$ cat src/rtl/hvdc_pkg.sv
`default_nettype none
package hvdc_pkg;

  // ---------------------------------------------------------------------------
  // clock and timing
  // ---------------------------------------------------------------------------
  localparam int CLK_PERIOD_NS     = 8;
  localparam int SETTLE_NORMAL_NS  = 10000;
  localparam int SETTLE_TURBO_NS   = 55000;
  localparam int STEP_UNIT_NS      = 2000;
  // all three times round down, never below one cycle
  localparam int SETTLE_NORMAL_CYC = (SETTLE_NORMAL_NS / CLK_PERIOD_NS < 1) ? 1 : SETTLE_NORMAL_NS / CLK_PERIOD_NS;
  localparam int SETTLE_TURBO_CYC  = (SETTLE_TURBO_NS / CLK_PERIOD_NS < 1) ? 1 : SETTLE_TURBO_NS / CLK_PERIOD_NS;
  localparam int STEP_UNIT_CYC     = (STEP_UNIT_NS / CLK_PERIOD_NS < 1) ? 1 : STEP_UNIT_NS / CLK_PERIOD_NS;

  // ---------------------------------------------------------------------------
  // output map
  // ---------------------------------------------------------------------------
  localparam int NUM_OUT        = 6;
  localparam int CODE_W         = 7;
  localparam int RAMP_STEPS     = 256;
  localparam int STEP_MV        = 188;
  localparam int STEP_CODE_W    = 5;

  // ---------------------------------------------------------------------------
  // register indices (byte address = 4 * index)
  // ---------------------------------------------------------------------------
  localparam logic [5:0] IDX_RAMP_ABC  = 6'h01;
  localparam logic [5:0] IDX_RAMP_DEF  = 6'h05;
  localparam logic [5:0] IDX_CODE_A    = 6'h02;
  localparam logic [5:0] IDX_CODE_D    = 6'h06;
  localparam logic [5:0] IDX_PROF_AB   = 6'h09;
  localparam logic [5:0] IDX_PROF_EF   = 6'h0B;
  localparam logic [5:0] IDX_STATUS    = 6'h0C;
  localparam logic [5:0] IDX_LEVEL_A   = 6'h10;
  localparam logic [5:0] IDX_LEVEL_F   = 6'h15;

  // ---------------------------------------------------------------------------
  // field positions and reset values
  // ---------------------------------------------------------------------------
  localparam int FAST_SETTLE_BIT = 7;
  localparam int STEP_CODE_LSB   = 3;
  localparam int RB_HIZ_BIT      = 7;
  localparam int RB_MV_LSB       = 8;
  localparam int RB_SETTLED_BIT  = 24;
  localparam logic [7:0] RST_CODE = 8'h00;
  localparam logic [7:0] RST_RAMP = 8'h00;
  localparam logic [7:0] RST_PROF = 8'h00;

  typedef enum logic [1:0] {
    HVDC_NORMAL,
    HVDC_TURBO,
    HVDC_GLIDE
  } hvdc_mode_t;

  // one high-voltage output as seen by the analog stage
  typedef struct packed {
    logic              drive;
    hvdc_mode_t        mode;
    logic [1:0]        profile;
    logic [CODE_W-1:0] level;
  } hvdc_chan_t;

  // point k of a 256-step ramp from s to t
  function automatic logic [CODE_W-1:0] hvdc_ramp_point(
    input logic [CODE_W-1:0] s,
    input logic [CODE_W-1:0] t,
    input logic [8:0]        k
  );
    logic signed [17:0] d;
    d = (signed'({11'h000, t}) - signed'({11'h000, s})) * signed'({9'h000, k});
    return CODE_W'(s + CODE_W'(d >>> 8));
  endfunction : hvdc_ramp_point

  // nominal output in millivolts
  function automatic logic [15:0] hvdc_level_mv(input logic [CODE_W-1:0] lvl);
    return 16'(lvl * STEP_MV);
  endfunction : hvdc_level_mv

endpackage : hvdc_pkg
`default_nettype wire

$ cat src/rtl/hvdc_step_tick.sv
`timescale 1ns/10ps
`default_nettype none
module hvdc_step_tick
  import hvdc_pkg::*;
#(
  parameter int UNIT_CYC = STEP_UNIT_CYC
) (
  input  wire logic                   clk,
  input  wire logic                   nrst,
  input  wire logic                   restart,
  input  wire logic [STEP_CODE_W-1:0] stepCode,
  output logic                        tick
);

  if (UNIT_CYC < 1 || UNIT_CYC > 255) begin : g_chk
    $error("hvdc_step_tick: UNIT_CYC out of range");
  end

  logic [12:0] cnt_q;
  logic [12:0] reload;

  // period is (code + 1) units; restart aligns the first step with the load
  assign reload = 13'((stepCode + 13'h0001) * UNIT_CYC - 1);

  always_ff @(posedge clk or negedge nrst) begin
    if (!nrst) begin
      cnt_q <= 13'h0000;
      tick  <= 1'b0;
    end else if (restart) begin
      cnt_q <= reload;
      tick  <= 1'b0;
    end else if (cnt_q == 13'h0000) begin
      cnt_q <= reload;
      tick  <= 1'b1;
    end else begin
      cnt_q <= cnt_q - 13'h0001;
      tick  <= 1'b0;
    end
  end

endmodule : hvdc_step_tick
`default_nettype wire

$ cat src/rtl/hvdc_channel.sv
`timescale 1ns/10ps
`default_nettype none
module hvdc_channel
  import hvdc_pkg::*;
#(
  parameter int NORMAL_CYC = SETTLE_NORMAL_CYC,
  parameter int TURBO_CYC  = SETTLE_TURBO_CYC
) (
  input  wire logic              clk,
  input  wire logic              nrst,
  input  wire logic              load,
  input  wire logic [CODE_W-1:0] code,
  input  wire logic              fastSettle,
  input  wire logic              glideEn,
  input  wire logic [1:0]        profile,
  input  wire logic              stepTick,
  output hvdc_chan_t             chan,
  output logic                   settled
);

  if (NORMAL_CYC < 1 || TURBO_CYC < 1 || TURBO_CYC > 65535 || NORMAL_CYC > 65535) begin : g_chk
    $error("hvdc_channel: settle counts out of range");
  end

  logic [CODE_W-1:0] start_q;
  logic [CODE_W-1:0] target_q;
  logic [7:0]        step_q;
  logic              gliding_q;
  logic [15:0]       settle_q;

  // ---------------------------------------------------------------------------
  // level, drive and mode
  // ---------------------------------------------------------------------------
  always_ff @(posedge clk or negedge nrst) begin
    if (!nrst) begin
      chan      <= '0;
      start_q   <= '0;
      target_q  <= '0;
      step_q    <= 8'h00;
      gliding_q <= 1'b0;
    end else if (load) begin
      target_q     <= code;
      chan.profile <= profile;
      if (code == '0) begin
        // RULE3 code zero floats
        chan.drive <= 1'b0;
        chan.level <= '0;
        gliding_q  <= 1'b0;
        chan.mode  <= HVDC_NORMAL;
      end else if (glideEn) begin
        // RULE8 glide overrides turbo
        chan.mode  <= HVDC_GLIDE;
        chan.drive <= 1'b1;
        start_q    <= chan.level;
        step_q     <= 8'h00;
        gliding_q  <= 1'b1;
      end else begin
        // RULE5 normal direct step
        // RULE6 turbo shaped step
        chan.mode  <= fastSettle ? HVDC_TURBO : HVDC_NORMAL;
        chan.drive <= 1'b1;
        chan.level <= code;
        gliding_q  <= 1'b0;
      end
    end else if (gliding_q && stepTick) begin
      // RULE9 ramp over 256 steps
      // RULE10 equal timed increments
      step_q     <= step_q + 8'h01;
      chan.level <= hvdc_ramp_point(start_q, target_q, {1'b0, step_q} + 9'h001);
      if (step_q == 8'(RAMP_STEPS - 1)) begin
        gliding_q <= 1'b0;
      end
    end
  end

  // ---------------------------------------------------------------------------
  // settle timer: the analog stage needs this long after a direct step
  // ---------------------------------------------------------------------------
  always_ff @(posedge clk or negedge nrst) begin
    if (!nrst) begin
      settle_q <= 16'h0000;
    end else if (load && code != '0 && !glideEn) begin
      settle_q <= fastSettle ? 16'(TURBO_CYC) : 16'(NORMAL_CYC);
    end else if (load) begin
      settle_q <= 16'h0000;
    end else if (settle_q != 16'h0000) begin
      settle_q <= settle_q - 16'h0001;
    end
  end

  // settled once no ramp and no step is still in flight
  always_ff @(posedge clk or negedge nrst) begin
    if (!nrst) begin
      settled <= 1'b1;
    end else begin
      settled <= !load && !gliding_q && (settle_q == 16'h0000);
    end
  end

endmodule : hvdc_channel
`default_nettype wire

$ cat src/rtl/hvdc_ctrl.sv
//
// Behaviour
// RULE1 - six independent 7-bit output codes, one per output, written over the bus
// RULE2 - nonzero codes map linearly, 188 mV per code step up to about 24 V
// RULE3 - a zero code puts its output into high impedance
// RULE4 - mode chosen by code-register top bit and the ramp enable bits
// RULE5 - normal mode steps directly, settled within 10 us
// RULE6 - turbo mode shapes the step, load settled within 55 us
// RULE7 - turbo uses a 2-bit load profile per output, registers 9 to 11
// RULE8 - ramp enable set forces glide mode, fast settle bit ignored
// RULE9 - glide lasts 256 times the programmed step period
// RULE10 - glide built from 256 equal timed increments toward the new code
`timescale 1ns/10ps
`default_nettype none
module hvdc_ctrl
  import hvdc_pkg::*;
#(
  parameter int TURBO_CYC = SETTLE_TURBO_CYC,
  parameter int UNIT_CYC  = STEP_UNIT_CYC
) (
  input  wire logic         clk,
  input  wire logic         nrst,
  input  wire logic         psel,
  input  wire logic         penable,
  input  wire logic         pwrite,
  input  wire logic [7:0]   paddr,
  input  wire logic [31:0]  pwdata,
  output logic [31:0]       prdata,
  output logic              pready,
  output logic              pslverr,
  output hvdc_chan_t [NUM_OUT-1:0] hvOutputsAToF,
  output logic [NUM_OUT-1:0]       outSettled
);

  // the channel settle counter is 16 bits and the step timer allows at most 255 cycles per unit
  if (TURBO_CYC < 1 || TURBO_CYC > 65535 || UNIT_CYC < 1 || UNIT_CYC > 255) begin : g_chk
    $error("hvdc_ctrl: timing parameters out of range");
  end

  // two timer groups of three outputs and three profile registers are wired for six
  if (NUM_OUT != 6) begin : g_chk_out
    $error("hvdc_ctrl: six outputs expected");
  end

  // ---------------------------------------------------------------------------
  // register map, byte address is four times the index
  // ---------------------------------------------------------------------------
  // index 1      ramp control for A to C
  //              bits 2:0 glide enable of A, B and C
  //              bits 7:3 step code, step period of (code + 1) units
  // index 2 to 4 output codes of A to C
  //              bits 6:0 code, zero floats the output
  //              bit 7 fast settle, ignored while glide is enabled
  // index 5      ramp control for D to F, laid out as index 1
  // index 6 to 8 output codes of D to F, laid out as index 2
  // index 9      load profiles, bits 1:0 for A and bits 3:2 for B
  // index 10     load profiles of C and D, same layout
  // index 11     load profiles of E and F, same layout
  // index 12     status, one settled bit per output, read only
  // index 16-21  readback of A to F, read only
  //              bits 6:0 live level
  //              bit 7 high impedance
  //              bits 23:8 nominal level in millivolts
  //              bit 24 settled
  // indices 0, 13 to 15 and 22 upward answer with pslverr and read zero;
  // writes to status and readback are dropped without an error
  //
  // a changed mode, glide enable or profile only acts on the next code
  // write, so software sets the controls first and the code last
  //
  // timing: zero wait states; a write and its load pulse land together at the
  // access edge, and the outputs change two edges after the write edge;
  // a code write to a glide output restarts its group timer
  //
  // the first glide step comes one full step period after the load, and
  // the ramp ends after 256 such steps exactly on the new code
  //
  // the millivolt field is nominal, 188 mV per code step; it carries none
  // of the analog stage's gain or offset error

  // ---------------------------------------------------------------------------
  // register storage
  // ---------------------------------------------------------------------------
  logic [7:0]         codeReg_q [NUM_OUT];
  logic [7:0]         rampAbc_q;
  logic [7:0]         rampDef_q;
  logic [7:0]         profReg_q [3];
  logic [NUM_OUT-1:0] loadPulse_q;

  logic [5:0]  idx;
  logic        wrEn;
  logic        rdEn;
  logic        mapped;
  logic [31:0] rdData;
  hvdc_chan_t [NUM_OUT-1:0] chanOut;
  logic [NUM_OUT-1:0]       chanSettled;
  logic [1:0]  tick;

  assign idx = paddr[7:2];

  // index of the code register that feeds output n
  function automatic logic [5:0] code_idx(input int n);
    return (n < 3) ? 6'(IDX_CODE_A + 6'(n)) : 6'(IDX_CODE_D + 6'(n - 3));
  endfunction : code_idx

  // ---------------------------------------------------------------------------
  // apb slave: one wait-free access, answer from flip-flops
  // ---------------------------------------------------------------------------
  // pready rises for the access cycle that follows each setup cycle
  always_ff @(posedge clk or negedge nrst) begin
    if (!nrst) begin
      pready <= 1'b0;
    end else begin
      pready <= psel && !penable;
    end
  end

  assign wrEn = psel && penable && pready && pwrite;
  assign rdEn = psel && !penable && !pwrite;

  // address decode, used for both read data and the error answer
  always_comb begin
    mapped = 1'b0;
    if (idx == IDX_RAMP_ABC || idx == IDX_RAMP_DEF || idx == IDX_STATUS) begin
      mapped = 1'b1;
    end
    if (idx >= IDX_CODE_A && idx <= IDX_PROF_EF) begin
      mapped = 1'b1;
    end
    if (idx >= IDX_LEVEL_A && idx <= IDX_LEVEL_F) begin
      mapped = 1'b1;
    end
  end

  // error flag is captured in setup so it stands through the access cycle
  always_ff @(posedge clk or negedge nrst) begin
    if (!nrst) begin
      pslverr <= 1'b0;
    end else begin
      pslverr <= psel && !penable && !mapped;
    end
  end

  // ---------------------------------------------------------------------------
  // control registers
  // ---------------------------------------------------------------------------
  // RULE1 six code registers
  // RULE4 top bit selects fast settle
  always_ff @(posedge clk or negedge nrst) begin
    if (!nrst) begin
      for (int n = 0; n < NUM_OUT; n++) begin
        codeReg_q[n] <= RST_CODE;
      end
      loadPulse_q <= '0;
    end else begin
      loadPulse_q <= '0;
      for (int n = 0; n < NUM_OUT; n++) begin
        if (wrEn && idx == code_idx(n)) begin
          codeReg_q[n]   <= pwdata[7:0];
          loadPulse_q[n] <= 1'b1;
        end
      end
    end
  end

  // RULE4 ramp enables and step period
  always_ff @(posedge clk or negedge nrst) begin
    if (!nrst) begin
      rampAbc_q <= RST_RAMP;
      rampDef_q <= RST_RAMP;
    end else if (wrEn && idx == IDX_RAMP_ABC) begin
      rampAbc_q <= pwdata[7:0];
    end else if (wrEn && idx == IDX_RAMP_DEF) begin
      rampDef_q <= pwdata[7:0];
    end
  end

  // RULE7 load profile registers
  always_ff @(posedge clk or negedge nrst) begin
    if (!nrst) begin
      for (int r = 0; r < 3; r++) begin
        profReg_q[r] <= RST_PROF;
      end
    end else begin
      for (int r = 0; r < 3; r++) begin
        if (wrEn && idx == 6'(IDX_PROF_AB + 6'(r))) begin
          profReg_q[r] <= pwdata[7:0];
        end
      end
    end
  end

  // ---------------------------------------------------------------------------
  // read path
  // ---------------------------------------------------------------------------
  // level readback shows the live ramp value, not the programmed code
  always_comb begin
    rdData = 32'h0000_0000;
    for (int n = 0; n < NUM_OUT; n++) begin
      if (idx == code_idx(n)) begin
        rdData = {24'h000000, codeReg_q[n]};
      end
      if (idx == 6'(IDX_LEVEL_A + 6'(n))) begin
        // RULE2 level in millivolts
        rdData[CODE_W-1:0]              = chanOut[n].level;
        rdData[RB_HIZ_BIT]              = !chanOut[n].drive;
        rdData[RB_MV_LSB +: 16]         = hvdc_level_mv(chanOut[n].level);
        rdData[RB_SETTLED_BIT]          = chanSettled[n];
      end
    end
    for (int r = 0; r < 3; r++) begin
      if (idx == 6'(IDX_PROF_AB + 6'(r))) begin
        rdData = {24'h000000, profReg_q[r]};
      end
    end
    if (idx == IDX_RAMP_ABC) begin
      rdData = {24'h000000, rampAbc_q};
    end
    if (idx == IDX_RAMP_DEF) begin
      rdData = {24'h000000, rampDef_q};
    end
    if (idx == IDX_STATUS) begin
      rdData = {26'h0000000, chanSettled};
    end
  end

  // read data latched in setup, held through the access cycle
  always_ff @(posedge clk or negedge nrst) begin
    if (!nrst) begin
      prdata <= 32'h0000_0000;
    end else if (rdEn) begin
      prdata <= mapped ? rdData : 32'h0000_0000;
    end
  end

  // ---------------------------------------------------------------------------
  // step timers, one per group of three outputs
  // ---------------------------------------------------------------------------
  // RULE9 step period per group
  hvdc_step_tick #(
    .UNIT_CYC (UNIT_CYC)
  ) u_tick_abc (
    .clk      (clk),
    .nrst     (nrst),
    .restart  (|loadPulse_q[2:0]),
    .stepCode (rampAbc_q[STEP_CODE_LSB +: STEP_CODE_W]),
    .tick     (tick[0])
  );

  hvdc_step_tick #(
    .UNIT_CYC (UNIT_CYC)
  ) u_tick_def (
    .clk      (clk),
    .nrst     (nrst),
    .restart  (|loadPulse_q[5:3]),
    .stepCode (rampDef_q[STEP_CODE_LSB +: STEP_CODE_W]),
    .tick     (tick[1])
  );

  // ---------------------------------------------------------------------------
  // output channels
  // ---------------------------------------------------------------------------
  // a restart of the shared timer also bends an ongoing ramp of a sibling
  // output; accepted to keep one timer per group
  for (genvar n = 0; n < NUM_OUT; n++) begin : g_chan
    localparam int GRP = n / 3;
    localparam int SUB = n % 3;
    logic [7:0] rampReg;
    logic [7:0] profReg;
    assign rampReg = (GRP == 0) ? rampAbc_q : rampDef_q;
    assign profReg = profReg_q[n / 2];

    hvdc_channel #(
      .NORMAL_CYC (SETTLE_NORMAL_CYC),
      .TURBO_CYC  (TURBO_CYC)
    ) u_chan (
      .clk        (clk),
      .nrst       (nrst),
      .load       (loadPulse_q[n]),
      .code       (codeReg_q[n][CODE_W-1:0]),
      .fastSettle (codeReg_q[n][FAST_SETTLE_BIT]),
      .glideEn    (rampReg[SUB]),
      .profile    (profReg[2*(n%2) +: 2]),
      .stepTick   (tick[GRP]),
      .chan       (chanOut[n]),
      .settled    (chanSettled[n])
    );
  end

  // outputs are registered once more so the top drives from its own flops
  always_ff @(posedge clk or negedge nrst) begin
    if (!nrst) begin
      hvOutputsAToF <= '0;
      outSettled    <= '1;
    end else begin
      hvOutputsAToF <= chanOut;
      outSettled    <= chanSettled;
    end
  end

endmodule : hvdc_ctrl
`default_nettype wire

$ cat config.mk
export PLATFORM = sky130hd
export DESIGN_NAME = hvdc_ctrl
export DESIGN_NICKNAME = d
export VERILOG_FILES = /design/src/rtl/hvdc_pkg.sv /design/src/rtl/hvdc_step_tick.sv /design/src/rtl/hvdc_channel.sv /design/src/rtl/hvdc_ctrl.sv
export SDC_FILE = /design/constraint.sdc
export NUM_CORES = 2
export LEC_CHECK = 0
export BUFFER_PORTS_ARGS = -buffer_cell sky130_fd_sc_hd__buf_4
export CORE_MARGIN = 3
export CORE_UTILIZATION = 55
export DETAILED_ROUTE_END_ITERATION = 10
export MAX_ROUTING_LAYER = met4
export PLACE_DENSITY = 0.78
export SLEW_MARGIN = 15
export SYNTH_ARGS = -nofsm -noshare
export SYNTH_HDL_FRONTEND = slang
export SYNTH_SLANG_ARGS = --single-unit
export TNS_END_PERCENT = 50
$ cat constraint.sdc
create_clock -name clk -period 7.3 [get_ports clk]
set_input_delay 1.46 -clock clk [delete_from_list [all_inputs] [get_ports clk]]
set_output_delay 1.46 -clock clk [all_outputs]
set_load 0.02 [all_outputs]
==> run summary <==
CTS Buffer Depth: 3
largest net degree at the start of global routing: 150
critical path's most frequent cell: inv_2
Switch Pwr: 2210 uW
Max Clock Freq: 136.0 MHz
max-slew violations: 0
Remaining Overflow, GRT: 0
TritonCTS clock tree: built
Vias: 37,020
Synth-to-Final Area Change: 12.66%
Sequential cell area: 13,430 um2
met2 global-route usage: 0.4282
slowest CP cell: or4_4
Buf/Inv on CP: 7
Place WS: -0.3462 ns
DR vias/cell: 5.727
Avg Cell Area, Syn: 9.323 um2
initial antenna violation count: 7
H-tree depth: 2
I/O pins: 157
final hold vios: 0
final net count: 6,168
Die Wd: 298.1 um
Fillers: 6,783
vias in the first global route: 37,250
CP endpoint kind: register
worst hold slack: 0.3719 ns
cells after synthesis: 5,032
Die H: 298.1 um
R2R Setup Slk: -0.05 ns
failing checks: negative setup slack
#FFs+latches synth: 536
Main synth FF type: dfrtp_1
Final Power: 7943 uW
global-route wire length before repair: 194,800 um
status: finished with violations
Setup-failing EPs final: 1
Clock Tree Root: clkbuf_16
Post-route DRC: 0
share of power burned in registers: 0.457
busiest metal layer after global routing: met2
Pre-antenna DRT Iters: 7
Num CTS Buffers: 60
met3 Track Usage GR: 0.05064
Worst Hold Class: reg -> reg
clk slew on worst S/H paths: 0.06 ns
part of the Yosys area used for sequential elements: 0.2862
Final period util: 1.007
Tmin final: 7.354 ns
Mapped Area: 46,910 um2
critical path class: reg -> reg
internal power: 5733 uW
combinational share of power: 0.131
Final Skew: 0.03156 ns
arrival time at the worst endpoint: 7.85 ns
worst-margin pin slew: 1.095 ns
gpl congestion: 0.9820
initial core utilization: 0.5579
area of the multi-input gates: 30,620 um2
crit path launch type: register
CP Data Required Time: 7.80 ns
routed len/inst: 18.68 um
MaxCap Viol Count: 0
die area: 88,840 um2
final core occ: 0.6286
power density of the placed cells: 150.3 nW/um2
kind of cell adding the most delay to the critical path: adder cells
Peak VDD IR: 0.2318 mV
drt total wl: 120,800 um
number of clock sinks: 536
DP Wirelength: 90,950 um
Port-buffer cells: 120
share of layout cells above drive strength 1: 0.1411
leakage power total: 0.02671 uW
Clock power frac: 0.412
crit path max fanout: 6
number of flops mapped to enable cells by yosys: 0
Netlist cell types: 83
async set-reset flop share out of synthesis: 1.000
RSZ-0062 raised after global routing: true
GRT Overall Usage: 0.2776
row count: 106
clock latency on the worst-skew pair: 0.64 ns
met1 global-route usage: 0.3701
Initial DRC Count: 2,888
fin worst setup slack: -0.05375 ns
Max transition margin: 0.2698
slowest stage delay, CP: 0.56 ns
Sw Ratio: 0.2783
Core Area: 84,090 um2
ANT nets after route: 0
yosys warns: 0
==> layer usage <==
layer | wire (um) | share of wire
met5 | 0 | 0
met4 | 4373 | 0.036
met3 | 9875 | 0.082
met2 | 55360 | 0.46
met1 | 51150 | 0.42
==> sequential cells by signal, indices dropped and copies added, names as in the netlist, 16 cells and up <==
signal / flops
g_chan.u_chan.settle_q: 96
g_chan.u_chan.step_q: 48
g_chan.rampReg: 16
g_chan.u_chan.start_q: 42
g_chan.u_chan.chan: 72
codeReg_q: 48
prdata: 22
g_chan.profReg: 24
hvOutputsAToF: 72
g_chan.u_chan.target_q: 42
==> cell type report <==
class                   count  share of cell area
diodes                      8           0.0003788
clock buffers              91             0.03388
clock inverters            20            0.006321
inverters                 761             0.05404
multi-input cells        3606              0.5794
flip-flops and latches    536              0.2541
well taps                1134             0.02684
repair buffers            308             0.04503
==> Yosys cell counts (all sizes together), types with 18 or more instances <==
master / n / share of area
o21ai: 242 / 0.026
inv: 760 / 0.061
a211oi: 32 / 0.0051
mux2: 137 / 0.033
a31oi: 23 / 0.0031
fa: 366 / 0.16
xor2: 118 / 0.022
or4: 20 / 0.0034
mux2i: 21 / 0.0045
a221oi: 20 / 0.0037
ha: 484 / 0.13
a21o: 36 / 0.0058
nor3: 82 / 0.0090
nand2: 324 / 0.026
nor4: 27 / 0.0036
nor2b: 76 / 0.010
a21oi: 180 / 0.019
o21bai: 24 / 0.0038
nand3: 107 / 0.011
or2: 67 / 0.0090
and3: 18 / 0.0024
nand2b: 62 / 0.0083
buf: 31 / 0.0037
a22oi: 25 / 0.0040
nor2: 561 / 0.045
and2: 43 / 0.0057
dfrtp: 524 / 0.28
clkbuf: 107 / 0.0086
xnor2: 182 / 0.034
o21a: 25 / 0.0040
nor3b: 33 / 0.0054
o31ai: 24 / 0.0038
or3: 37 / 0.0050
==> cell families (layout without fill, tap and decap cells) <==
group / count (synthesis) / count (layout) / synth area share
AOI/OAI and AO/OA: 775 / 775 / 0.1046
xor gates and xnor gates: 306 / 306 / 0.05889
adders and majority gates: 850 / 850 / 0.2853
buffers and inverters: 899 / 1180 / 0.07313
DFF: 536 / 536 / 0.2862
muxes: 161 / 161 / 0.03881
other: 1 / 18 / 0.00007993
and+or+nand+nor: 1504 / 1504 / 0.1530
==> path summary, 6_finish.rpt <==
kind | from | endpoint | cells past startpoint
max | g_chan[3].u_chan.target_q[0]$_DFFE_PN0P_ | g_chan[3].u_chan.chan[6]$_DFFE_PN0P_ | 33
min | g_chan[5].u_chan.chan[9]$_DFFE_PN0P_ | hvOutputsAToF[69]$_DFF_PN0_ | 0
max reg2reg | g_chan[3].u_chan.target_q[0]$_DFFE_PN0P_ | g_chan[3].u_chan.chan[6]$_DFFE_PN0P_ | 33
min reg2reg | g_chan[5].u_chan.chan[9]$_DFFE_PN0P_ | hvOutputsAToF[69]$_DFF_PN0_ | 0
max in group asynchronous | nrst | g_chan[4].u_chan.settle_q[13]$_DFFE_PN0P_ | 2
min in group asynchronous | nrst | g_chan[2].u_chan.settle_q[15]$_DFFE_PN0P_ | 1
==> power groups by stage <==
stage                     Clock, uW  Combinational [uW]  Sequential, uW
after floorplan                   0                 785            3590
after global placement            0                 983            3650
after detailed placement          0                1030            3660
after CTS                      3310                1050            3620
after global routing           3440                1200            3680
final                          3270                1040            3630
==> through the flow <==
| stage | cells | TNS [ns] | area [um2] |
|---|---|---|---|
| finish | 6464 | -0.05375 | 52850 |
| global route | 6463 | -1.308 | 52850 |
| CTS | 6447 | -0.06168 | 52350 |
| detailed placement | 6333 | -0.9482 | 50060 |
| global placement | 6333 | -0.2994 | 50060 |
| floorplan | 5041 | 0 | 46950 |
==> cells in the final DEF (no fill, tap or decap), types with 42 or more instances in the layout <==
cell       netlist  final
mux2_2         137    135
nand2b_1        62     62
a21oi_1        180    169
nor2_1         556    545
nand3_1        107    106
nand2_1        323    322
xnor2_1        182    172
inv_1          760    746
nor3_1          80     79
nor2b_1         76     75
and2_1          42     42
clkbuf_16        0     62
o21ai_0        239    233
ha_1           484    473
buf_4           10    298
xor2_1         118    112
fa_1           366    357
or2_2           66     62
dfrtp_1        524    521
==> what timing repair did <==
| action | 4_1_cts | 5_1_grt |
|---|---|---|
| resized for setup | 27 | 99 |
| hold buffers | 0 | 0 |
| setup endpoints to repair | 6 | 9 |
| pin swaps | 23 | 84 |
| setup buffers | 3 | 9 |
Note: power is estimated with default switching activity, not from simulation.
